==> src/logic/crtco_params.svh <==
`ifndef CRTCO_PARAMS_SVH
`define CRTCO_PARAMS_SVH

// ----------------------------------------
// Opcode patterns
// ----------------------------------------
`define CRTCO_CALL2_MASK 10'h380
`define CRTCO_CALL2_VAL 10'h100
`define CRTCO_LONG_MASK 10'h3F0
`define CRTCO_LONG_VAL 10'h070
`define CRTCO_OP_LONG_IND 10'h050
`define CRTCO_OP_RET 10'h044
`define CRTCO_OP_RET_SKIP 10'h045
`define CRTCO_OP_RD_TMR 10'h057
`define CRTCO_OP_LD_TMR 10'h047
`define CRTCO_OP_WR_TCTL 10'h05B
`define CRTCO_OP_TST_FLAG 10'h042
`define CRTCO_OP_RD_CCTL 10'h040
`define CRTCO_OP_WR_CCTL 10'h05A
`define CRTCO_OP_SET_CARR 10'h086

// ----------------------------------------
// Fields and reset values
// ----------------------------------------
`define CRTCO_PAGE_TWO 3'h2
`define CRTCO_RUN_BIT 0
`define CRTCO_PC_RST 10'h000
`define CRTCO_SP_RST 3'h0
`define CRTCO_TMR_RST 8'hFF
`define CRTCO_CTL_RST 3'h0

`endif

==> src/logic/crtco_pkg.sv <==
package crtco_pkg;

	typedef enum logic [1:0] {ST_EXEC, ST_OPERAND, ST_RET_WAIT} crtco_state_e;

	typedef struct packed {
		logic a_we;
		logic [3:0] a;
		logic b_we;
		logic [3:0] b;
	} crtco_acc_wr_s;

	typedef struct packed {
		crtco_state_e st;
		logic [9:0] pc;
		logic [2:0] sp;
		logic [7:0][9:0] stk;
		logic skip;
		logic ind;
		logic [2:0] page;
		logic [2:0] tctl;
		logic [2:0] cctl;
		logic carr;
		crtco_acc_wr_s wr;
	} crtco_core_s;

	typedef struct packed {
		logic [7:0] cnt;
		logic [7:0] rel;
		logic flag;
	} crtco_tmr_s;

endpackage : crtco_pkg

==> src/logic/crtco_timer.sv <==
`timescale 1ns/1ps
`default_nettype none
`include "crtco_params.svh"

module crtco_timer (
	input wire logic clk,
	input wire logic nrst,
	input wire logic tick,
	input wire logic run,
	input wire logic ld_rel,
	input wire logic ld_cnt,
	input wire logic [7:0] ld_val,
	input wire logic clr_flag,
	output logic [7:0] count,
	output logic flag
);
	import crtco_pkg::*;

	crtco_tmr_s t_reg;
	crtco_tmr_s t_next;

	// ----------------------------------------
	// Down counter with reload
	// ----------------------------------------
	always_comb begin
		t_next = t_reg;
		if (run && tick) begin
			if (t_reg.cnt == 8'h00) begin
				t_next.cnt = t_reg.rel;
				t_next.flag = 1'b1;
			end else begin
				t_next.cnt = t_reg.cnt - 8'h01;
			end
		end
		if (ld_rel) begin
			t_next.rel = ld_val;
		end
		if (ld_cnt) begin
			t_next.cnt = ld_val;
		end
		// Clear is blocked by an underflow in the same cycle, so the underflow is not lost
		if (clr_flag && !(run && tick && t_reg.cnt == 8'h00)) begin
			t_next.flag = 1'b0;
		end
	end

	always_ff @(posedge clk or negedge nrst) begin
		if (!nrst) begin
			t_reg <= '{cnt: `CRTCO_TMR_RST, rel: `CRTCO_TMR_RST, flag: 1'b0};
		end else begin
			t_reg <= t_next;
		end
	end

	assign count = t_reg.cnt;
	assign flag = t_reg.flag;
endmodule : crtco_timer

`default_nettype wire

==> src/logic/crtco_core.sv <==
// Summary of operation
// - Page-two call pushes, increments pointer, jumps
// - Long call: page from word one, low word two
// - Indirect call: page p, a6-a4, A low
// - Return pops, decrements pointer, two cycles
// - Return-and-skip pops and always skips next
// - Timer read: upper to B, lower to A
// - Stopped timer: load reload and counter
// - Running timer: load reload only
// - Control write copies A bits two-zero
// - Flag test skips if set, then clears
// - Carrier control read into A bits two-zero
// - Carrier control write also clears output latch
// - Carrier output latch takes A bit three
`timescale 1ns/1ps
`default_nettype none
`include "crtco_params.svh"

module crtco_core (
	input wire logic clk,
	input wire logic nrst,
	input wire logic [9:0] instr,
	input wire logic instr_valid,
	input wire logic [3:0] acc,
	input wire logic [3:0] breg,
	input wire logic timer_tick,
	output logic [9:0] pc,
	output logic [2:0] stack_pointer,
	output logic busy,
	output logic skip_active,
	output var crtco_pkg::crtco_acc_wr_s acc_wr,
	output logic [2:0] timer_control_reg,
	output logic [7:0] timer_count,
	output logic timer_underflow_flag,
	output logic [2:0] carrier_ctrl,
	output logic carrier_out
);
	import crtco_pkg::*;

	crtco_core_s s_reg;
	crtco_core_s s_next;
	logic go;
	logic ld_rel;
	logic ld_cnt;
	logic clr_flag;
	logic [9:0] ret_addr;
	logic timer_run_bit;

	assign timer_run_bit = s_reg.tctl[`CRTCO_RUN_BIT];
	assign ret_addr = s_reg.pc + 10'h001;
	// A skipped word is consumed as a no-op; a skipped long call loses only its first word
	assign go = (s_reg.st == ST_EXEC) && instr_valid && !s_reg.skip;

	// ----------------------------------------
	// Execution
	// ----------------------------------------
	always_comb begin
		s_next = s_reg;
		s_next.wr.a_we = 1'b0;
		s_next.wr.b_we = 1'b0;
		ld_rel = 1'b0;
		ld_cnt = 1'b0;
		clr_flag = 1'b0;
		unique case (s_reg.st)
			ST_EXEC: begin
				if (instr_valid && s_reg.skip) begin
					s_next.skip = 1'b0;
					s_next.pc = ret_addr;
				end else if (instr_valid) begin
					s_next.pc = ret_addr;
					if ((instr & `CRTCO_CALL2_MASK) == `CRTCO_CALL2_VAL) begin
						s_next.stk[s_reg.sp] = ret_addr;
						s_next.sp = s_reg.sp + 3'h1;
						s_next.pc = {`CRTCO_PAGE_TWO, instr[6:0]};
					end else if ((instr & `CRTCO_LONG_MASK) == `CRTCO_LONG_VAL) begin
						s_next.ind = 1'b0;
						s_next.page = instr[2:0];
						s_next.st = ST_OPERAND;
					end else begin
						unique case (instr)
							`CRTCO_OP_LONG_IND: begin
								s_next.ind = 1'b1;
								s_next.st = ST_OPERAND;
							end
							`CRTCO_OP_RET, `CRTCO_OP_RET_SKIP: begin
								s_next.pc = s_reg.stk[s_reg.sp - 3'h1];
								s_next.sp = s_reg.sp - 3'h1;
								s_next.skip = instr[0];
								s_next.st = ST_RET_WAIT;
							end
							`CRTCO_OP_RD_TMR: begin
								s_next.wr = '{1'b1, timer_count[3:0], 1'b1, timer_count[7:4]};
							end
							`CRTCO_OP_LD_TMR: begin
								ld_rel = 1'b1;
								ld_cnt = !timer_run_bit;
							end
							`CRTCO_OP_WR_TCTL: begin
								s_next.tctl = acc[2:0];
							end
							`CRTCO_OP_TST_FLAG: begin
								s_next.skip = timer_underflow_flag;
								clr_flag = timer_underflow_flag;
							end
							`CRTCO_OP_RD_CCTL: begin
								s_next.wr.a_we = 1'b1;
								s_next.wr.a = {acc[3], s_reg.cctl};
							end
							`CRTCO_OP_WR_CCTL: begin
								s_next.cctl = acc[2:0];
								s_next.carr = 1'b0;
							end
							`CRTCO_OP_SET_CARR: begin
								s_next.carr = acc[3];
							end
							default: begin
							end
						endcase
					end
				end
			end
			ST_OPERAND: begin
				if (instr_valid) begin
					s_next.stk[s_reg.sp] = ret_addr;
					s_next.sp = s_reg.sp + 3'h1;
					s_next.st = ST_EXEC;
					if (s_reg.ind) begin
						s_next.pc = {instr[2:0], instr[6:4], acc};
					end else begin
						s_next.pc = {s_reg.page, instr[6:0]};
					end
				end
			end
			ST_RET_WAIT: begin
				// Second return cycle fetches nothing
				s_next.st = ST_EXEC;
			end
			default: begin
				s_next.st = ST_EXEC;
			end
		endcase
	end

	always_ff @(posedge clk or negedge nrst) begin
		if (!nrst) begin
			s_reg <= '{st: ST_EXEC, pc: `CRTCO_PC_RST, sp: `CRTCO_SP_RST, stk: '0,
				skip: 1'b0, ind: 1'b0, page: 3'h0, tctl: `CRTCO_CTL_RST,
				cctl: `CRTCO_CTL_RST, carr: 1'b0, wr: '0};
		end else begin
			s_reg <= s_next;
		end
	end

	// ----------------------------------------
	// Timer 1
	// ----------------------------------------
	crtco_timer u_timer (
		.clk(clk),
		.nrst(nrst),
		.tick(timer_tick),
		.run(timer_run_bit),
		.ld_rel(ld_rel),
		.ld_cnt(ld_cnt),
		.ld_val({breg, acc}),
		.clr_flag(clr_flag),
		.count(timer_count),
		.flag(timer_underflow_flag)
	);

	assign pc = s_reg.pc;
	assign stack_pointer = s_reg.sp;
	assign busy = (s_reg.st != ST_EXEC);
	assign skip_active = s_reg.skip;
	assign acc_wr = s_reg.wr;
	assign timer_control_reg = s_reg.tctl;
	assign carrier_ctrl = s_reg.cctl;
	assign carrier_out = s_reg.carr;
endmodule : crtco_core

`default_nettype wire

==> config.mk <==
export PLATFORM = sky130hd
export DESIGN_NAME = crtco_core
export DESIGN_NICKNAME = d
export VERILOG_FILES = /design/src/logic/crtco_pkg.sv /design/src/logic/crtco_timer.sv /design/src/logic/crtco_core.sv
export VERILOG_INCLUDE_DIRS = /design/src /design/src/logic
export SDC_FILE = /design/constraint.sdc
export NUM_CORES = 1
export LEC_CHECK = 0
export BUFFER_PORTS_ARGS = -buffer_cell sky130_fd_sc_hd__buf_2
export CORE_UTILIZATION = 31
export CTS_CLUSTER_DIAMETER = 100
export CTS_CLUSTER_SIZE = 10
export DETAILED_ROUTE_END_ITERATION = 10
export PLACE_DENSITY = 0.53
export SYNTH_ARGS = -nofsm -noshare
export SYNTH_HDL_FRONTEND = slang
export SYNTH_SLANG_ARGS = --single-unit
==> constraint.sdc <==
create_clock -name clk -period 3.2 [get_ports clk]
set_clock_uncertainty 0.2 [all_clocks]
set_input_delay 0.64 -clock clk [delete_from_list [all_inputs] [get_ports clk]]
set_output_delay 0.64 -clock clk [all_outputs]
set_load 0.005 [all_outputs]
==> impl_metrics.json, run 1 <==
{
  "outcome": "completed",
  "dr.first_iter.drc_count": 400,
  "fmax_mhz": 398.7,
  "max_stage_delay_ns": 0.62,
  "cp_slowest_cell": "or4b_4",
  "synthCells": 634,
  "min_period_over_period_pct": 78.37,
  "grt.overflow.total": 0,
  "antenna_found_initial": 0,
  "synth_cell_types": 63,
  "core_area_um2": 21760,
  "power_mw": 6.214,
  "grt_setup_unrepaired": "no",
  "clk_path_buf_depth": 2,
  "r2r-start": "skip_active",
  "nets": 698,
  "endpoint_kind": "flip-flop",
  "yosysSeqAreaShare_pct": 49.13,
  "vias": 4996,
  "cts_buffers": 17,
  "diodes": 0,
  "clockRootBuffer": "clkbuf_16",
  "crit_chain": "or4b_4 > a21oi_2 > nand2_1 > buf_4 > nand2_1 > o21ai_0",
  "worst-endpoint-arrival_ns": 2.58,
  "initial_core_util_pct": 31.56,
  "powerDensity_nw_per_um2": 791.8,
  "grt_pass1_vias": 4995,
  "total_leakage_power_nw": 3.529,
  "yosys_warnings": 0,
  "h-tree-depth": 4,
  "synth.avg_cell_area_um2": 10.83,
  "largest_reg_flops": 86,
  "max_cap_viol_count": 0,
  "syn_nets": 661,
  "wl_per_cell_um": 18.79,
  "crit_start": "skip_active",
  "ios": 63,
  "areaGrowthSynthToFinish_pct": 14.30,
  "hold_path_class": "in -> async",
  "start_kind": "flip-flop",
  "crit_buf_inv": 1,
  "async_flop_share_pct": 100.0,
  "finalMaxSlewViolations": 0,
  "hold_ws_ns": 0.01385,
  "setup_viol": 0,
  "final_cell_mix": "dfrtp_1, nand2_1, o21ai_0",
  "cts_setup_buffers": 0,
  "totalWireLength_um": 18080,
  "clock-sinks": 134,
  "min_period_ns": 2.508,
  "cts_tree": "yes",
  "clock_latency_ns": 0.42,
  "detail-route-antenna-nets": 0,
  "synth_ff_type": "dfrtp_1",
  "syn_area_um2": 6867,
  "firstDrtPassIters": 5,
  "hpwlAfterDp_um": 12890,
  "ir_drop_mv": 0.3330,
  "worst_pin_slew_ns": 0.7072,
  "path_class": "reg -> reg",
  "worstPathRequired_ns": 3.27,
  "cts_hold_buf": 0,
  "synth_seq_cells": 134,
  "drc": 0,
  "grt_pass1_wl_um": 28590,
  "critPathMostFrequentCell": "nand2_1",
  "gp_congestion": 0.8906,
  "synth_edf_count": 0,
  "final.fill_count": 2137,
  "grt_max_degree": 43,
  "cts_resized": 0,
  "critical_path.top_delay_family": "simple AND/OR/NAND/NOR gates",
  "rows": 54,
  "portBuffers": 62,
  "final.setup.tns_ns": 0,
  "finalHoldViolations": 0,
  "via_per_inst": 5.193,
  "path_max_fanout": 12,
  "clk_pin_slew_worst_paths_ns": 0.06,
  "dieWidth_um": 150.8,
  "drive_above_1_share_pct": 30.35,
  "final_common_cell": "dfrtp_1",
  "dieArea_um2": 22750,
  "maxSlewHeadroom_pct": 52.51,
  "die_h_um": 150.8,
  "grt.total_usage_pct": 17.00
}
worst paths after layout:
path,to,slack [ns],cells after the start
setup / recovery,s_reg[26],0.69,6
hold / removal,acc_wr[3],0.01,1
setup reg to reg,s_reg[26],0.69,6
hold reg to reg,s_reg[100],0.28,2
max in group asynchronous,s_reg[30],2.03,2
min in group clk,s_reg[100],0.28,2
cells in the mapped netlist, types with 13 or more instances:
library cell | number | area share [%]
o21ai_0 | 83 | 6.0
dfrtp_1 | 118 | 43
nand3_1 | 14 | 1.0
mux4_2 | 20 | 6.6
dfstp_2 | 16 | 6.1
mux2_2 | 39 | 6.4
nor2_1 | 27 | 1.5
buf_4 | 39 | 4.3
a21oi_1 | 19 | 1.4
nand2_1 | 88 | 4.8
clkbuf_1 | 17 | 0.93
inv_1 | 13 | 0.71
power by group:
| group | total, mW | switching, mW | internal [mW] | leakage, nW |
|---|---|---|---|---|
| combinational | 1.91 | 0.979 | 0.930 | 1.55 |
| clock | 1.82 | 0.700 | 1.12 | 0.264 |
| sequential | 2.49 | 0.324 | 2.17 | 1.71 |
| total | 6.21 | 2.00 | 4.21 | 3.53 |
metrics by stage:
step                util (%)  instance area (µm²)  std cells  setup slack, ns
CTS                    36.08                 7849        962           0.6710
detailed placement     33.55                 7298        932           0.4147
floorplan                  -                 6867        634           0.3781
global route           36.08                 7849        962           0.5524
finish                 36.08                 7849        962           0.6920
global placement       33.55                 7298        932           0.4659
final cells by class:
type | count | area, µm² | area share [%]
Sequential cell | 134 | 3373 | 42.98
Multi-Input combinational cell | 420 | 3028 | 38.58
Timing Repair Buffer | 85 | 498.0 | 6.345
Clock buffer | 22 | 474.2 | 6.042
Tap cell | 280 | 350.3 | 4.464
Clock inverter | 8 | 76.32 | 0.9724
Inverter | 13 | 48.80 | 0.6217
per-layer routing:
layer	GRT usage, %	up-vias	routed length (µm)
met3	4.578	16	1115
met4	4.400	0	182
li1	-	2332	-
met2	28.30	165	8822
met1	21.79	2483	7956
met5	0	-	0
cell families after synthesis:
group                    after synthesis  synth area share, %
multiplexers                          69                14.41
AND/OR/NAND/NOR                      178                12.90
buffers and inverters                 80                6.778
XOR/XNOR                              15                1.913
adder cells (fa/ha/maj)                5               0.9111
flip-flops                           134                49.13
AO/OA/AOI/OAI                        153                13.96
Note: power is estimated with default switching activity, not from simulation.
==> run 2, diff against run 1 <==
- PLACE_DENSITY: 0.53 -> 0.55
- clock period: 3.2 -> 2 ns (I/O delays scaled with it)
==> impl_metrics.json, run 2 (synthesized netlist as in run 1, its figures left out) <==
{
  "largest_reg_flops": 86,
  "die_h_um": 150.8,
  "grt.overflow.total": 0,
  "final.fill_count": 1865,
  "nets": 808,
  "gp_congestion": 0.8589,
  "worstPathRequired_ns": 2.11,
  "antenna_found_initial": 0,
  "maxSlewHeadroom_pct": 55.25,
  "finalHoldViolations": 0,
  "worst_pin_slew_ns": 0.6680,
  "core_area_um2": 21760,
  "dp.cells": 1009,
  "detail-route-antenna-nets": 0,
  "placed_cell_area_um2": 8120,
  "utilization_pct": 46.92,
  "r2r_end": "pc[2]",
  "stdcell_count": 1074,
  "setup_viol": 98,
  "final_common_cell": "dfrtp_1",
  "vias": 5699,
  "fin_area_um2": 10210,
  "final.setup.tns_ns": -6.906,
  "ir_drop_mv": 0.4896,
  "path_class": "reg -> reg",
  "drive_above_1_share_pct": 59.57,
  "initial_core_util_pct": 31.56,
  "violations": "setup timing",
  "dr.first_iter.drc_count": 412,
  "dieWidth_um": 150.8,
  "via_per_inst": 5.306,
  "rows": 54,
  "ios": 63,
  "h-tree-depth": 4,
  "cts_tree": "yes",
  "critPathCapture": "pc[2]",
  "seqCellArea_um2": 3376,
  "hpwlAfterDp_um": 13240,
  "portBuffers": 62,
  "min_period_over_period_pct": 111.0,
  "power_mw": 12.77,
  "hold_ws_ns": 0.03823,
  "outcome": "complete, but fails checks",
  "clock_latency_ns": 0.42,
  "firstDrtPassIters": 5,
  "grt_max_degree": 40,
  "cts_buffers": 17,
  "dieArea_um2": 22750,
  "grt.total_usage_pct": 18.94,
  "clk_path_buf_depth": 2,
  "grt_setup_unrepaired": "yes",
  "wl_per_cell_um": 20.23,
  "diodes": 0,
  "start_kind": "flip-flop",
  "finalMaxSlewViolations": 0,
  "r2r_cells": 9,
  "multi_input_area_um2": 3968,
  "reg2reg_slack_ns": -0.22,
  "final_cell_mix": "dfrtp_1, buf_4, buf_2",
  "grt_pass1_wl_um": 32050,
  "drc": 0,
  "fin_ws_ns": -0.2201,
  "total_leakage_power_nw": 4.471,
  "max_cap_viol_count": 0,
  "clock-sinks": 134,
  "totalWireLength_um": 21730,
  "clockRootBuffer": "clkbuf_16",
  "r2r-start": "stack_pointer[0]",
  "powerDensity_nw_per_um2": 1251,
  "grt_pass1_vias": 5595,
  "endpoint_kind": "flip-flop",
  "fmax_mhz": 450.4,
  "areaGrowthSynthToFinish_pct": 48.67,
  "holdPathStages": 3,
  "worst-endpoint-arrival_ns": 2.33,
  "crit_start": "stack_pointer[0]",
  "path_max_fanout": 9,
  "clk_pin_slew_worst_paths_ns": 0.06,
  "post-place-ws_ns": -0.2916,
  "min_period_ns": 2.220,
  "hold_path_class": "in -> reg"
}
[run 2: changes by cell type in the layout (fill, tap and decap cells not counted), moves of 10 or more]
cell | previous run | this run
o21ai_1 | 0 | 25
nand2_4 | 0 | 37
buf_6 | 0 | 11
nand2_2 | 1 | 25
nand2_1 | 88 | 23
buf_4 | 23 | 87
o21ai_0 | 83 | 17
o21ai_2 | 0 | 41
nor2_4 | 0 | 10
buf_12 | 1 | 24
[run 2: worst min path at each step]
stage	startpoint	end	slack [ns]
after floorplan	nrst	acc_wr[0]	-0.1
after global placement	nrst	acc_wr[3]	0.12
after detailed placement	nrst	acc_wr[2]	0.12
after CTS	breg[2]	u_timer.t_reg[7]	0.03
after global routing	breg[1]	u_timer.t_reg[6]	0.05
final	breg[2]	u_timer.t_reg[7]	0.04
[run 2: critical path: stages (launching register included)]
cell and delay (ns):
dfrtp_2 0.42, inv_4 0.05, ha_4 0.30, buf_12 0.13, buf_4 0.11, mux4_2 0.28
nor2b_1 0.14, a211oi_1 0.22, buf_4 0.18, o21ai_2 0.06
[run 2: cell type report]
type                    count  area share (%)
multi-input cells         420           38.87
flip-flops and latches    134           33.07
repair buffers            195           18.18
clock buffers              19           4.241
well taps                 280           3.432
clock inverters            13           1.679
inverters                  13          0.5393
[run 2: where the power goes]
group	internal, mW	switching [mW]	total (mW)	leakage, nW
registers	3.47	0.688	4.15	1.71
clock network	1.98	1.28	3.26	0.289
logic	3.00	2.35	5.35	2.47
total	8.44	4.32	12.8	4.47
[run 2: repair_timing]
item	4_1_cts	5_1_grt
setup buffers	12	12
gates cloned	8	3
hold endpoints to repair	33	0
gates resized for setup	159	151
hold buffers	1	0
setup endpoints to repair	89	103
pin swaps	60	22
[run 2: per-layer routing]
layer  wire [µm]  track usage (%)
met5           0                0
met3        1009            3.163
met4         363            7.500
met1        9218            24.70
met2       11140            31.24
==> run 3, diff against run 2 <==
- SYNTH_HIERARCHICAL: not set -> 1
==> impl_metrics.json, run 3 <==
{
  "grt_max_degree": 42,
  "synth_cell_types": 76,
  "synth_edf_count": 0,
  "vias": 5845,
  "path_max_fanout": 5,
  "cts_tree": "yes",
  "clk_path_buf_depth": 2,
  "synth.top_cell.area_share_pct": 40.25,
  "synth_area_leaders": "dfrtp_1, mux4_2, dfstp_2",
  "final_common_cell": "buf_4",
  "antenna_found_initial": 0,
  "synthCells": 694,
  "maxSlewHeadroom_pct": 53.70,
  "hpwlAfterDp_um": 14600,
  "dieWidth_um": 155.8,
  "hold_path_class": "in -> reg",
  "diodes": 0,
  "synth_commonest_cells": "dfrtp_1, nand2_1, o21ai_0, buf_4, mux2_2",
  "drive_above_1_share_pct": 42.06,
  "clk_pin_slew_worst_paths_ns": 0.06,
  "clockRootBuffer": "clkbuf_16",
  "ir_drop_mv": 0.4629,
  "final_cell_mix": "buf_4, dfrtp_1, nand2_1",
  "wl_per_cell_um": 17.40,
  "synth_ff_type": "dfrtp_1",
  "grt_pass1_wl_um": 32270,
  "outcome": "complete, but fails checks",
  "setup_viol": 17,
  "detail-route-antenna-nets": 0,
  "final.fill_count": 2220,
  "finalMaxSlewViolations": 0,
  "core_area_um2": 22920,
  "die_h_um": 155.8,
  "async_flop_share_pct": 100.0,
  "syn_nets": 721,
  "grt_pass1_vias": 5787,
  "max_cap_viol_count": 0,
  "drc": 0,
  "dp.cells": 1104,
  "cp_slowest_cell": "dfrtp_2",
  "worst-endpoint-arrival_ns": 2.22,
  "post-place-ws_ns": -0.2425,
  "totalWireLength_um": 20140,
  "synth.avg_cell_area_um2": 10.57,
  "powerDensity_nw_per_um2": 1186,
  "h-tree-depth": 4,
  "synth.most_common_cell": "dfrtp_1",
  "placed_cell_area_um2": 8558,
  "dr.first_iter.drc_count": 389,
  "min_period_ns": 2.123,
  "clock_latency_ns": 0.43,
  "grt_setup_unrepaired": "yes",
  "fin_area_um2": 9494,
  "largest_reg_flops": 86,
  "initial_core_util_pct": 32.01,
  "synth_seq_cells": 134,
  "max_stage_delay_ns": 0.44,
  "dieArea_um2": 24280,
  "crit_chain": "inv_8 > ha_4 > buf_12 > mux4_2 > mux2_4 > a31oi_4 > o22ai_1",
  "yosys_warnings": 6,
  "areaGrowthSynthToFinish_pct": 29.42,
  "violations": "setup timing",
  "min_period_over_period_pct": 106.1,
  "syn_area_um2": 7336,
  "finalHoldViolations": 0,
  "total_leakage_power_nw": 4.240,
  "gp_congestion": 0.8616,
  "hold_ws_ns": 0.01994,
  "stdcell_count": 1157,
  "ios": 63,
  "via_per_inst": 5.052,
  "clock-sinks": 134,
  "start_kind": "flip-flop",
  "synth_area_leader_cell": "dfrtp_1",
  "rows": 55,
  "worstPathRequired_ns": 2.10,
  "grt.total_usage_pct": 17.34,
  "fin_ws_ns": -0.1228,
  "fmax_mhz": 471.1,
  "path_class": "reg -> reg",
  "worst_pin_slew_ns": 0.6938,
  "firstDrtPassIters": 5,
  "yosysSeqAreaShare_pct": 45.98,
  "grt.overflow.total": 0,
  "cts_buffers": 17,
  "nets": 858,
  "portBuffers": 62,
  "endpoint_kind": "flip-flop"
}
[run 3: layout make-up]
cell class | instances | area [µm²] | share of cell area [%]
Timing Repair Buffer | 199 | 1465 | 15.43
Sequential cell | 134 | 3374 | 35.54
Clock inverter | 13 | 135.1 | 1.423
Multi-Input combinational cell | 462 | 3613 | 38.06
Clock buffer | 19 | 442.9 | 4.665
Tap cell | 313 | 391.6 | 4.125
Inverter | 17 | 71.32 | 0.7512
[run 3: worst paths after layout]
check / startpoint / to / slack (ns) / cells after the start
max in group asynchronous: nrst / u_timer/t_reg[8] / 0.65 / 3
hold reg to reg: s_reg[42] / s_reg[42] / 0.28 / 2
setup reg to reg: stack_pointer[0] / pc[9] / -0.12 / 7
hold / removal: breg[1] / u_timer/count[5] / 0.02 / 3
setup / recovery: stack_pointer[0] / pc[9] / -0.12 / 7
min in group asynchronous: nrst / s_reg[19] / 0.27 / 2
[run 3: cells by family (layout without fill, tap and decap cells)]
group | after synthesis | in the layout | synth area share (%)
muxes | 70 | 70 | 13.71
AOI/OAI and AO/OA | 176 | 176 | 15.74
buffers and inverters | 98 | 248 | 7.590
DFF | 134 | 134 | 45.98
xor gates and xnor gates | 11 | 11 | 1.313
and+or+nand+nor | 200 | 200 | 14.80
adders and majority gates | 5 | 5 | 0.8528
[run 3: report_power, final]
part | internal, mW | switching, mW | leakage [nW]
clock network | 1.78 | 1.36 | 0.278
logic | 2.32 | 1.89 | 2.23
registers | 3.45 | 0.455 | 1.73
[run 3: repair_timing]
item	CTS	global route
endpoints found under the hold margin	30	0
endpoints found under the setup margin	20	39
pin swaps	8	6
setup buffers	12	5
hold buffers	4	0
resized for setup	18	17
[run 3: metrics by stage]
| stage | setup TNS, ns | utilization (%) | power, mW |
|---|---|---|---|
| after global routing | -1.749 | 41.43 | 11.87 |
| after detailed placement | -5.042 | 37.35 | 7.608 |
| final | -0.8764 | 41.43 | 11.26 |
| after CTS | -1.015 | 40.88 | 11.16 |
| after global placement | -4.828 | 37.35 | 7.535 |
| after floorplan | -1.620 | - | 6.325 |
[run 3: critical path: cells and delay by family (launching register included)]
kind / cells / cell delay, ns
buffers and inverters: 2 / 0.16
multiplexers: 2 / 0.63
AO/OA/AOI/OAI: 2 / 0.26
adder cells (fa/ha/maj): 1 / 0.29
flip-flops: 1 / 0.44
[run 3: per-layer routing]
| layer | GRT usage, % | wire, µm |
|---|---|---|
| met1 | 23.30 | 9521 |
| met3 | 3.639 | 792 |
| met4 | 6.396 | 314 |
| met2 | 27.42 | 9508 |
| met5 | 0 | 0 |
